[src/hdl/fbp_pkg.sv]
// Shared constants, register map and carrier types of the FIFO byte port block
package fbp_pkg;

   // Register indices; byte address on the bus is four times the index
   localparam logic [7:0] IDX_READ_BYTE_LO = 8'h8C;
   localparam logic [7:0] IDX_READ_BYTE_HI = 8'h8D;
   localparam logic [7:0] IDX_WRITE_BYTE_LO = 8'h8E;
   localparam logic [7:0] IDX_WRITE_BYTE_HI = 8'h8F;
   localparam logic [7:0] IDX_PIN_STATUS = 8'h90;
   localparam logic [7:0] IDX_DRIVE_CONTROL = 8'h91;
   localparam logic [7:0] IDX_CHAN_ONE_CONTROL = 8'h80;
   localparam logic [7:0] IDX_IRQ_STATUS = 8'h98;
   localparam logic [7:0] IDX_IRQ_MASK = 8'h99;

   // Pin status fields
   localparam int ST_REQUEST = 7;
   localparam int ST_ACK = 6;
   localparam int ST_INTERRUPT = 5;
   localparam int ST_READY = 4;
   localparam int ST_DIAG = 1;
   localparam int ST_ACTIVE = 0;

   // Drive control fields
   localparam int CT_CLEAR = 6;
   localparam int CT_DIR = 3;
   localparam int CT_LAUNCH = 0;

   // Channel one control fields
   localparam int C1_ACCESS_MODE = 0;
   localparam int C1_DIR = 1;

   // Interrupt status / mask fields
   localparam int IRQ_DONE = 0;
   localparam int IRQ_DRIVE_INT = 1;
   localparam int IRQ_BITS = 2;

   // Values after reset
   localparam logic [7:0] RST_DRIVE_CONTROL = 8'h00;
   localparam logic [7:0] RST_CHAN_ONE_CONTROL = 8'h00;
   localparam logic [1:0] RST_IRQ = 2'h0;

   // Direction encodings
   localparam logic DIR_DRIVE_READ = 1'b0;
   localparam logic DIR_DRIVE_WRITE = 1'b1;
   localparam logic C1_DIR_READ = 1'b0;
   localparam logic C1_DIR_WRITE = 1'b1;

   // Drive transfer engine states
   typedef enum logic [1:0] {
      ENG_IDLE = 2'b01,
      ENG_RUN = 2'b10
   } fbp_eng_e;

   // Drive bus pins as seen by this block, at their pin levels
   typedef struct packed {
      logic drive_request_pin;
      logic drive_ack_pin_n;
      logic drive_interrupt_pin;
      logic drive_ready_pin;
      logic drive_diag_pin_n;
      logic drive_active_pin_n;
   } fbp_drive_pins_s;

endpackage : fbp_pkg

[src/hdl/fbp_drive_engine.sv]
// Drive transfer engine: launch, run, end, abort and logic clear
`timescale 1ns/1ns
module fbp_drive_engine
(
   input wire logic clk,
   input wire logic rst,
   input wire logic logic_clear,
   input wire logic launch,
   input wire logic abort,
   input wire logic xfer_end,
   output logic active,
   output logic done
);

   fbp_pkg::fbp_eng_e state;

   ////////////////////////////////////////////////////////////////////////////
   // State; clear wins over everything since software promises it is quiet
   always_ff @(posedge clk or posedge rst)
   begin
      if (rst)
      begin
         state <= fbp_pkg::ENG_IDLE;
      end
      else if (logic_clear)
      begin
         state <= fbp_pkg::ENG_IDLE;
      end
      else
      begin
         case (state)
            fbp_pkg::ENG_IDLE:
            begin
               if (launch)
               begin
                  state <= fbp_pkg::ENG_RUN;
               end
            end
            fbp_pkg::ENG_RUN:
            begin
               if (abort || xfer_end)
               begin
                  state <= fbp_pkg::ENG_IDLE;
               end
            end
            default:
            begin
               state <= fbp_pkg::ENG_IDLE;
            end
         endcase
      end
   end

   ////////////////////////////////////////////////////////////////////////////
   // Completion pulse; an abort suppresses it even if the end arrives too
   always_ff @(posedge clk or posedge rst)
   begin
      if (rst)
      begin
         done <= 1'b0;
      end
      else
      begin
         done <= (state == fbp_pkg::ENG_RUN) && xfer_end && !abort && !logic_clear;
      end
   end

   assign active = (state == fbp_pkg::ENG_RUN);

endmodule : fbp_drive_engine

[src/hdl/fbp_top.sv]
// FIFO byte ports of channel one and drive bus status/control, Wishbone slave
// How it works
// - With access mode set, reading a read-byte register pops the joined FIFO.
// - With access mode set, writing a write-byte register pushes the joined FIFO.
// - Each status bit reads 1 while its drive signal is asserted.
// - Status layout: request 7, ack 6, interrupt 5, ready 4, diag 1, active 0.
// - Active-low ack, diag and active pins read 1 at low level.
// - Status bits 3 and 2 read zero.
// - Writing 1 to control bit 6 returns the engine to idle.
// - Logic clear leaves every software register unchanged.
// - Control bit 3 picks direction: 0 drive to FIFO, 1 FIFO to drive.
// - Writing launch 1 starts a transfer; reads 1 while running; end sets done.
// - Writing launch 0 while running aborts without setting done.
`timescale 1ns/1ns
module fbp_top
(
   input wire logic clk,
   input wire logic rst,
   // Wishbone classic slave
   input wire logic wb_cyc_i,
   input wire logic wb_stb_i,
   input wire logic wb_we_i,
   input wire logic [11:0] wb_adr_i,
   input wire logic [3:0] wb_sel_i,
   input wire logic [31:0] wb_dat_i,
   output logic [31:0] wb_dat_o,
   output logic wb_ack_o,
   // FIFO joined to channel one, read side
   input wire logic fifo_rd_valid,
   output logic fifo_rd_ready,
   input wire logic [7:0] fifo_rd_data,
   // FIFO joined to channel one, write side
   output logic fifo_wr_valid,
   input wire logic fifo_wr_ready,
   output logic [7:0] fifo_wr_data,
   // Drive bus
   input wire fbp_pkg::fbp_drive_pins_s drive_pins,
   input wire logic drive_xfer_end,
   output logic drive_xfer_active,
   output logic drive_dir,
   output logic drive_logic_clear,
   output logic chan_one_dir,
   output logic irq
);

   logic [7:0] wb_index;
   logic req;
   logic lane0;
   logic sel_read_byte;
   logic sel_write_byte;
   logic sel_status;
   logic sel_control;
   logic sel_chan_ctl;
   logic sel_irq_status;
   logic sel_irq_mask;
   logic access_mode;
   logic can_answer;
   logic take;
   logic wr_take;
   logic [7:0] chan_one_control;
   logic [7:0] drive_control;
   logic [7:0] pin_status;
   logic [fbp_pkg::IRQ_BITS-1:0] irq_status;
   logic [fbp_pkg::IRQ_BITS-1:0] irq_mask;
   logic [fbp_pkg::IRQ_BITS-1:0] irq_events;
   logic launch;
   logic abort;
   logic done;
   logic eng_active;
   logic drive_int_prev;
   logic [7:0] next_read_byte;

   ////////////////////////////////////////////////////////////////////////////
   // Address decode
   assign wb_index = wb_adr_i[9:2];
   assign req = wb_cyc_i && wb_stb_i && !wb_ack_o;
   assign lane0 = wb_sel_i[0];
   assign access_mode = chan_one_control[fbp_pkg::C1_ACCESS_MODE];

   always_comb
   begin
      sel_read_byte = 1'b0;
      sel_write_byte = 1'b0;
      sel_status = 1'b0;
      sel_control = 1'b0;
      sel_chan_ctl = 1'b0;
      sel_irq_status = 1'b0;
      sel_irq_mask = 1'b0;
      if (wb_adr_i[11:10] != 2'h0)
      begin
         sel_read_byte = 1'b0;
      end
      else if (wb_index == fbp_pkg::IDX_READ_BYTE_LO || wb_index == fbp_pkg::IDX_READ_BYTE_HI)
      begin
         sel_read_byte = 1'b1;
      end
      else if (wb_index == fbp_pkg::IDX_WRITE_BYTE_LO ||
               wb_index == fbp_pkg::IDX_WRITE_BYTE_HI)
      begin
         sel_write_byte = 1'b1;
      end
      else if (wb_index == fbp_pkg::IDX_PIN_STATUS)
      begin
         sel_status = 1'b1;
      end
      else if (wb_index == fbp_pkg::IDX_DRIVE_CONTROL)
      begin
         sel_control = 1'b1;
      end
      else if (wb_index == fbp_pkg::IDX_CHAN_ONE_CONTROL)
      begin
         sel_chan_ctl = 1'b1;
      end
      else if (wb_index == fbp_pkg::IDX_IRQ_STATUS)
      begin
         sel_irq_status = 1'b1;
      end
      else if (wb_index == fbp_pkg::IDX_IRQ_MASK)
      begin
         sel_irq_mask = 1'b1;
      end
   end

   ////////////////////////////////////////////////////////////////////////////
   // Byte ports; a FIFO access stalls the bus until the FIFO can move a byte
   always_comb
   begin
      can_answer = 1'b1;
      if (sel_read_byte && !wb_we_i && access_mode)
      begin
         can_answer = fifo_rd_valid;
      end
      else if (sel_write_byte && wb_we_i && lane0 && access_mode)
      begin
         can_answer = fifo_wr_ready;
      end
   end

   assign take = req && can_answer;
   assign wr_take = take && wb_we_i;

   // Pop only on the answering cycle, so one bus read moves exactly one byte
   assign fifo_rd_ready = take && sel_read_byte && !wb_we_i && access_mode;
   assign fifo_wr_valid = req && sel_write_byte && wb_we_i && lane0 && access_mode;

   always_ff @(posedge clk or posedge rst)
   begin
      if (rst)
      begin
         fifo_wr_data <= 8'h00;
      end
      else if (req && sel_write_byte && wb_we_i && lane0)
      begin
         fifo_wr_data <= wb_dat_i[7:0];
      end
   end

   ////////////////////////////////////////////////////////////////////////////
   // Live pin view with active-low pins inverted inside
   always_comb
   begin
      pin_status = 8'h00;
      pin_status[fbp_pkg::ST_REQUEST] = drive_pins.drive_request_pin;
      pin_status[fbp_pkg::ST_ACK] = !drive_pins.drive_ack_pin_n;
      pin_status[fbp_pkg::ST_INTERRUPT] = drive_pins.drive_interrupt_pin;
      pin_status[fbp_pkg::ST_READY] = drive_pins.drive_ready_pin;
      pin_status[fbp_pkg::ST_DIAG] = !drive_pins.drive_diag_pin_n;
      pin_status[fbp_pkg::ST_ACTIVE] = !drive_pins.drive_active_pin_n;
   end

   ////////////////////////////////////////////////////////////////////////////
   // Software registers; logic clear never touches them
   always_ff @(posedge clk or posedge rst)
   begin
      if (rst)
      begin
         chan_one_control <= fbp_pkg::RST_CHAN_ONE_CONTROL;
      end
      else if (wr_take && sel_chan_ctl && lane0)
      begin
         chan_one_control <= {6'h00, wb_dat_i[fbp_pkg::C1_DIR], wb_dat_i[fbp_pkg::C1_ACCESS_MODE]};
      end
   end

   always_ff @(posedge clk or posedge rst)
   begin
      if (rst)
      begin
         drive_control <= fbp_pkg::RST_DRIVE_CONTROL;
      end
      else if (wr_take && sel_control && lane0)
      begin
         drive_control[fbp_pkg::CT_DIR] <= wb_dat_i[fbp_pkg::CT_DIR];
      end
   end

   always_ff @(posedge clk or posedge rst)
   begin
      if (rst)
      begin
         irq_mask <= fbp_pkg::RST_IRQ;
      end
      else if (wr_take && sel_irq_mask && lane0)
      begin
         irq_mask <= wb_dat_i[fbp_pkg::IRQ_BITS-1:0];
      end
   end

   assign chan_one_dir = chan_one_control[fbp_pkg::C1_DIR];
   assign drive_dir = drive_control[fbp_pkg::CT_DIR];

   ////////////////////////////////////////////////////////////////////////////
   // Launch, abort and clear strobes
   assign launch = wr_take && sel_control && lane0 && wb_dat_i[fbp_pkg::CT_LAUNCH];
   assign abort = wr_take && sel_control && lane0 && !wb_dat_i[fbp_pkg::CT_LAUNCH]
                  && eng_active;

   // Self-clearing: one-cycle pulse, nothing stored
   always_ff @(posedge clk or posedge rst)
   begin
      if (rst)
      begin
         drive_logic_clear <= 1'b0;
      end
      else
      begin
         drive_logic_clear <= wr_take && sel_control && lane0 && wb_dat_i[fbp_pkg::CT_CLEAR];
      end
   end

   fbp_drive_engine u_engine
   (
      .clk(clk),
      .rst(rst),
      .logic_clear(drive_logic_clear),
      .launch(launch),
      .abort(abort),
      .xfer_end(drive_xfer_end),
      .active(eng_active),
      .done(done)
   );

   assign drive_xfer_active = eng_active;

   ////////////////////////////////////////////////////////////////////////////
   // Interrupts: sticky, write one to clear, a new event wins over the clear
   always_ff @(posedge clk or posedge rst)
   begin
      if (rst)
      begin
         drive_int_prev <= 1'b0;
      end
      else
      begin
         drive_int_prev <= drive_pins.drive_interrupt_pin;
      end
   end

   always_comb
   begin
      irq_events = '0;
      irq_events[fbp_pkg::IRQ_DONE] = done;
      irq_events[fbp_pkg::IRQ_DRIVE_INT] = drive_pins.drive_interrupt_pin && !drive_int_prev;
   end

   always_ff @(posedge clk or posedge rst)
   begin
      if (rst)
      begin
         irq_status <= fbp_pkg::RST_IRQ;
      end
      else if (wr_take && sel_irq_status && lane0)
      begin
         irq_status <= (irq_status & ~wb_dat_i[fbp_pkg::IRQ_BITS-1:0]) | irq_events;
      end
      else
      begin
         irq_status <= irq_status | irq_events;
      end
   end

   assign irq = |(irq_status & irq_mask);

   ////////////////////////////////////////////////////////////////////////////
   // Read data and acknowledge
   always_comb
   begin
      next_read_byte = 8'h00;
      if (sel_read_byte)
      begin
         if (access_mode)
         begin
            next_read_byte = fifo_rd_data;
         end
         else
         begin
            next_read_byte = 8'h00;
         end
      end
      else if (sel_status)
      begin
         next_read_byte = pin_status;
      end
      else if (sel_control)
      begin
         // Clear and reserved bits read zero
         next_read_byte = {4'h0, drive_control[fbp_pkg::CT_DIR], 2'h0, eng_active};
      end
      else if (sel_chan_ctl)
      begin
         next_read_byte = chan_one_control;
      end
      else if (sel_irq_status)
      begin
         next_read_byte = {6'h00, irq_status};
      end
      else if (sel_irq_mask)
      begin
         next_read_byte = {6'h00, irq_mask};
      end
   end

   always_ff @(posedge clk or posedge rst)
   begin
      if (rst)
      begin
         wb_ack_o <= 1'b0;
      end
      else
      begin
         wb_ack_o <= take;
      end
   end

   always_ff @(posedge clk or posedge rst)
   begin
      if (rst)
      begin
         wb_dat_o <= 32'h0000_0000;
      end
      else if (take && !wb_we_i)
      begin
         wb_dat_o <= {24'h000000, next_read_byte};
      end
   end

endmodule : fbp_top

[config.mk]
export PLATFORM = sky130hd
export DESIGN_NAME = fbp_top
export DESIGN_NICKNAME = d
export VERILOG_FILES = /design/src/hdl/fbp_pkg.sv /design/src/hdl/fbp_drive_engine.sv /design/src/hdl/fbp_top.sv
export SDC_FILE = /design/constraint.sdc
export NUM_CORES = 1
export LEC_CHECK = 0
export BUFFER_PORTS_ARGS = -buffer_cell sky130_fd_sc_hd__buf_2
export CAP_MARGIN = 20
export CORE_MARGIN = 5
export CORE_UTILIZATION = 45
export CTS_CLUSTER_DIAMETER = 80
export DETAILED_ROUTE_END_ITERATION = 8
export PLACE_DENSITY = 0.92
export REMOVE_ABC_BUFFERS = 1
export SLEW_MARGIN = 20
export SYNTH_ARGS = -nofsm -noshare
export SYNTH_HDL_FRONTEND = slang
export SYNTH_HIERARCHICAL = 1
export SYNTH_SLANG_ARGS = --single-unit
[constraint.sdc]
create_clock -name clk -period 2.9 [get_ports clk]
set_input_delay 0.435 -clock clk [delete_from_list [all_inputs] [get_ports clk]]
set_output_delay 0.435 -clock clk [all_outputs]
set_load 0.03 [all_outputs]
* Word level (Yosys, flattened, before mapping)
Index checks and enable logic that the tools add are counted.
** Word-level totals
- Register bits :: 29
- Bits of input ports :: 70
- Output and inout bits :: 48
** Cells by class
- Equality and inequality tests :: 13
- Muxes and demuxes :: 49
- Bitwise operators :: 5
- Reduce and logical (&&, ||, !) cells :: 48
** Operators with widths (number)
- == test 8 bit, second input constant :: 9
- two-way mux 1 bit :: 37
- logical AND 1 bit :: 33
- two-way mux 8 bit :: 3
- two-way mux 2 bit :: 7
- zero test 1 bit :: 9
- AND 2 bit :: 2
- two-way mux 4 bit :: 1
- bitwise OR 2 bit :: 2
- case mux 2 bit (2 select lines) :: 1
- logical OR 1 bit :: 3
- inequality test 3 x 2 -> 1 bit, second input constant :: 1
- inequality test 3 bit, second input constant :: 1
- == test 2 x 1 -> 1 bit, second input constant :: 1
- == test 2 bit, second input constant :: 1
- NOT 2 bit :: 1
- AND reduction 2 bit :: 1
- nonzero test 2 bit :: 1
- OR reduction 2 bit :: 1

* Depth between registers and ports, before layout
- Depth in word-level cells :: 20
- Gate-level depth with buffers :: 6

* Modules after synthesis
The synthesis kept the hierarchy.
** By module, submodules not included
- fbp_top :: instances 1, cells an instance 151, area each 1639.1 µm², seq. area each 650.6 µm²
- fbp_drive_engine :: instances 1, cells an instance 11, area each 128.9 µm², seq. area each 76.3 µm²

* Worst setup path before layout
Ideal clock, no wire load.
- Kind :: input port to output port
- Start :: input port wb_adr_i[7]
- End :: output port fifo_wr_valid
- Data arrival time :: 1.769 ns
- Slack :: 0.696 ns
- Cell stages on the path :: 5
- Path buffers :: 1
- Cell sequence :: or3b_1 > clkbuf_2 > nor2_2 > nand3b_2 > nor2_1
** Between the ends
- Word-level cells in the longest chain between the ends :: 9
- Elaborated cells between the ends (all ways) :: 13
** Ends and longest elaborated chain
- start, declared :: line fbp_top.sv:23 : input wire logic [11:0] wb_adr_i,
- == test 8 bit, on equally long branches :: line fbp_top.sv:97, fbp_top.sv:98
- logical OR 1 bit :: line fbp_top.sv:97 : else if (wb_index == fbp_pkg::IDX_WRITE_BYTE_LO ||
- two-way mux 1 bit :: line fbp_top.sv:97
- two-way mux 1 bit * :: line fbp_top.sv:93 : else if (wb_index == fbp_pkg::IDX_READ_BYTE_LO || wb_index == fbp_pkg::IDX_READ_BYTE_HI)
- two-way mux 1 bit * :: line fbp_top.sv:89 : if (wb_adr_i[11:10] != 2'h0)
- logical AND 1 bit * (4 in a row) :: line fbp_top.sv:144 : assign fifo_wr_valid = req && sel_write_byte && wb_we_i && lane0 && access_mode;
- end, declared :: line fbp_top.sv:33 : output logic fifo_wr_valid,
Mark *: on every way between the ends. The rest lies on a longest branch, timed or not.

* Worst setup path after layout
- Start :: register chan_one_control[0]
- End :: output port fifo_rd_ready
** Between the ends
- Word-level cells in the longest chain between the ends :: 7
- Elaborated cells between the ends (all ways) :: 8
** Ends and longest elaborated chain
- start, declared :: line fbp_top.sv:60 : logic [7:0] chan_one_control;
- start signal, assigned :: line fbp_top.sv:177 : chan_one_control <= fbp_pkg::RST_CHAN_ONE_CONTROL;
- start signal, assigned :: line fbp_top.sv:181 : chan_one_control <= {6'h00, wb_dat_i[fbp_pkg::C1_DIR], wb_dat_i[fbp_pkg::C1_ACCESS_MODE]};
- logical AND 1 bit :: line fbp_top.sv:133 : else if (sel_write_byte && wb_we_i && lane0 && access_mode)
- two-way mux 1 bit :: line fbp_top.sv:133
- two-way mux 1 bit :: line fbp_top.sv:129 : if (sel_read_byte && !wb_we_i && access_mode)
- logical AND 1 bit :: line fbp_top.sv:139 : assign take = req && can_answer;
- logical AND 1 bit (2 in a row) :: line fbp_top.sv:143 : assign fifo_rd_ready = take && sel_read_byte && !wb_we_i && access_mode;
- logical AND 1 bit * :: line fbp_top.sv:143
- end, declared :: line fbp_top.sv:30 : output logic fifo_rd_ready,
Marks and branches as above.

==> results.cfg <==
[outcome]
status = finished clean

[floorplanning]
start_util = 0.472
fp.dieArea_um2 = 5280
fp.dieW_um = 72.7
rows = 22
die_h_um = 72.7
io_pins = 118
core_area_um2 = 3740

[drt]
drc = 0
wirelength_mm = 4.30
num_vias = 1451
post_drt_via_cell_ratio = 5.26
dr.pass1.iters = 4
wl_per_cell_um = 15.6
ant_nets = 0
drtIter0Drc = 87

[clocking]
post_cts_resize_count = 0
root_buffer = clkbuf_8
cts_setup_buffers = 0
htreeDepth = 2
numCtsBuffers = 5
cts_sinks = 29
cts_buffer_depth = 2
cts_tree = yes
clock_latency_ns = 0.29
hold_buffers = 0
clkTransAtPathRegs_ns = 0.07

[global_route]
grt_pass1_vias = 1499
grt.overflow.total = 0
track_usage = 0.168
grt_max_degree = 27
antenna_found_initial = 0
grt_pass1_wl_mm = 6.87

[logic_synthesis]
synth_area_leaders = dfrtp_1 (40%), buf_4 (10%), mux2_2 (8.9%), nor2b_1 (2.1%), a221o_2 (1.9%)
synth_enable_flop_cells = 0
synth_flop_cell = dfrtp_1
synth_top_cells_by_count = dfrtp_1 (28), buf_4 (24), mux2_2 (14)
synth_simple_gate_area_share = 0.232
yosysWarnings = 6
synth_compound_area_frac = 0.115
ys_ff_latch = 29
seq_area_frac_synth = 0.411
synth_top_area_frac = 0.396
ys_types = 52
synthCells = 162
async_reset_ff_frac = 1.00
synth_fa_ha_area_frac = 0
synth_area_um2 = 1770
synthXorXnorAreaFrac = 0
synth_top_family_by_area = simple AND/OR/NAND/NOR gates
yosysMostFrequentCell = dfrtp_1
synth_mux_area_frac = 0.106
synth_top_area_cell = dfrtp_1
syn_avg_cell_area_um2 = 10.9

[timing]
final-hold-violation-count = 0
period_share = 0.855
tightest_slew_ns = 0.561
rsz0062_at_grt = no
min_period_ns = 2.48
setup_slack_ns = 0.421
fin_hold_ws_ns = 0.0149
fin_skew_ns = 0.00700
setup_tns_ns = 0
max_slew_margin = 0.625
timing.fmax_ghz = 0.403
drv_slew = 0
setup_viol = 0

[placement]
dpl.hpwl_mm = 3.38
io_buffers = 64
place_ws_ns = 0.486
finalWeightedCongestion = 0.852
dp.cells = 268

[critical_path]
cpPeakStageDelay_ns = 0.53
worstPathMaxFanout = 5
start_kind = flop
cp.buffers_inverters = 1
required_ns = 2.47
cp_cell_sequence = or4b_4 -> nor3_1 -> and3_1 -> buf_2
critPathArrivalTime_ns = 2.04
path_class = flop to primary output
cpLargestDelayFamily = simple AND/OR/NAND/NOR gates
slowest_stage = or4b_4
end_kind = primary output

[pwr]
pwr_density_cell_nw_per_um2 = 431
power_leakage_nw = 1.16
worst_ir_drop_vdd_uv = 307

[cells_and_area]
syn_to_final_growth_pct = 20.3
nNetsFinal = 297
diodes = 0
instances_no_fill = 276
drive_gt1_frac = 0.456

[run]
max_cap_violations = 0

[hold_path]
worst_hold_path_type = input pin to async pin
## area by class of cell
| class | count | area (µm²) |
|---|---|---|
| fill | 340 | 1620 |
| multi-input combinational | 120 | 892 |
| sequential | 29 | 727 |
| timing repair buffer | 64 | 320 |
| clock buffer | 7 | 96.3 |
| tap | 48 | 60.1 |
| inverter | 7 | 26.3 |
| clock inverter | 1 | 5.00 |
## cells in the final DEF (no fill, tap or decap), drive strengths merged, types with 2 or more instances in the layout
cell / synthesis / layout
clkbuf: 3 / 7
mux2: 16 / 16
conb: 1 / 24
and3b: 2 / 2
a22o: 4 / 4
inv: 7 / 7
nor3: 4 / 4
buf: 26 / 64
and2: 6 / 6
nor4: 2 / 2
a211o: 2 / 2
or4b: 3 / 3
and4: 2 / 2
a21o: 3 / 3
dfrtp: 28 / 28
nor3b: 3 / 3
a21oi: 3 / 3
nor2: 6 / 6
a221o: 3 / 3
nor4b: 2 / 2
o31ai: 2 / 2
nor2b: 6 / 6
or3b: 3 / 3
and3: 2 / 2
nand4: 5 / 5
nand3b: 4 / 4
## worst reg2reg max path, stage by stage, from the launching register on
cell and delay [ns]:
dfrtp_1 0.41, or4b_4 0.53, o32ai_4 0.26, a21o_1 0.35, mux2_4 0.33
## state kept, by name, summed over array words and instances (netlist names)
| register | count |
|---|---|
| u_engine/state | 2 |
| chan_one_control | 2 |
| wb_dat_o | 8 |
| drive_int_prev | 1 |
| drive_logic_clear | 1 |
| drive_dir | 1 |
| irq_status | 2 |
| u_engine/done | 1 |
| wb_ack_o | 1 |
| irq_mask | 2 |
| fifo_wr_data | 8 |
## final timing paths
kind	startpoint	to	slack (ns)	cells after the start
worst min-delay path	rst	u_engine/done	0.01	2
worst max register to register	chan_one_control[0]	wb_dat_o[1]	0.92	4
worst max-delay path	chan_one_control[0]	fifo_rd_ready	0.42	4
worst min register to register	u_engine/done	irq_status[0]	0.44	1
min in group clk	drive_pins[3]	drive_int_prev	0.28	1
max in group asynchronous	rst	drive_logic_clear	2.31	2
## per-layer routing
metal	global-route usage	share of wire
met4	0.0697	0.026
met5	0	0
met3	0.0785	0.11
met2	0.270	0.47
met1	0.194	0.39
## report_power, final
| group | switching [mW] | internal [mW] |
|---|---|---|
| Clock | 0.159 | 0.214 |
| Sequential | 0.00326 | 0.409 |
| Combinational | 0.0951 | 0.0357 |
| Total | 0.258 | 0.659 |
## kinds of logic (layout without fill, tap and decap cells)
group,after synthesis,count (layout)
and+or+nand+nor,58,58
buffers and inverters,36,79
DFF,29,29
AOI/OAI and AO/OA,22,22
muxes,16,16
other,1,24
## per-stage QoR
stage          cell area [µm²]   util  power (mW)
6_report                  2130  0.568       0.917
5_1_grt                   2130  0.568       0.956
3_5_place_dp              2030  0.541       0.549
4_1_cts                   2130  0.568       0.922
3_3_place_gp              2030  0.541       0.546
2_1_floorplan             1650      -       0.497
No activity file was read; power rests on OpenSTA's default activity.
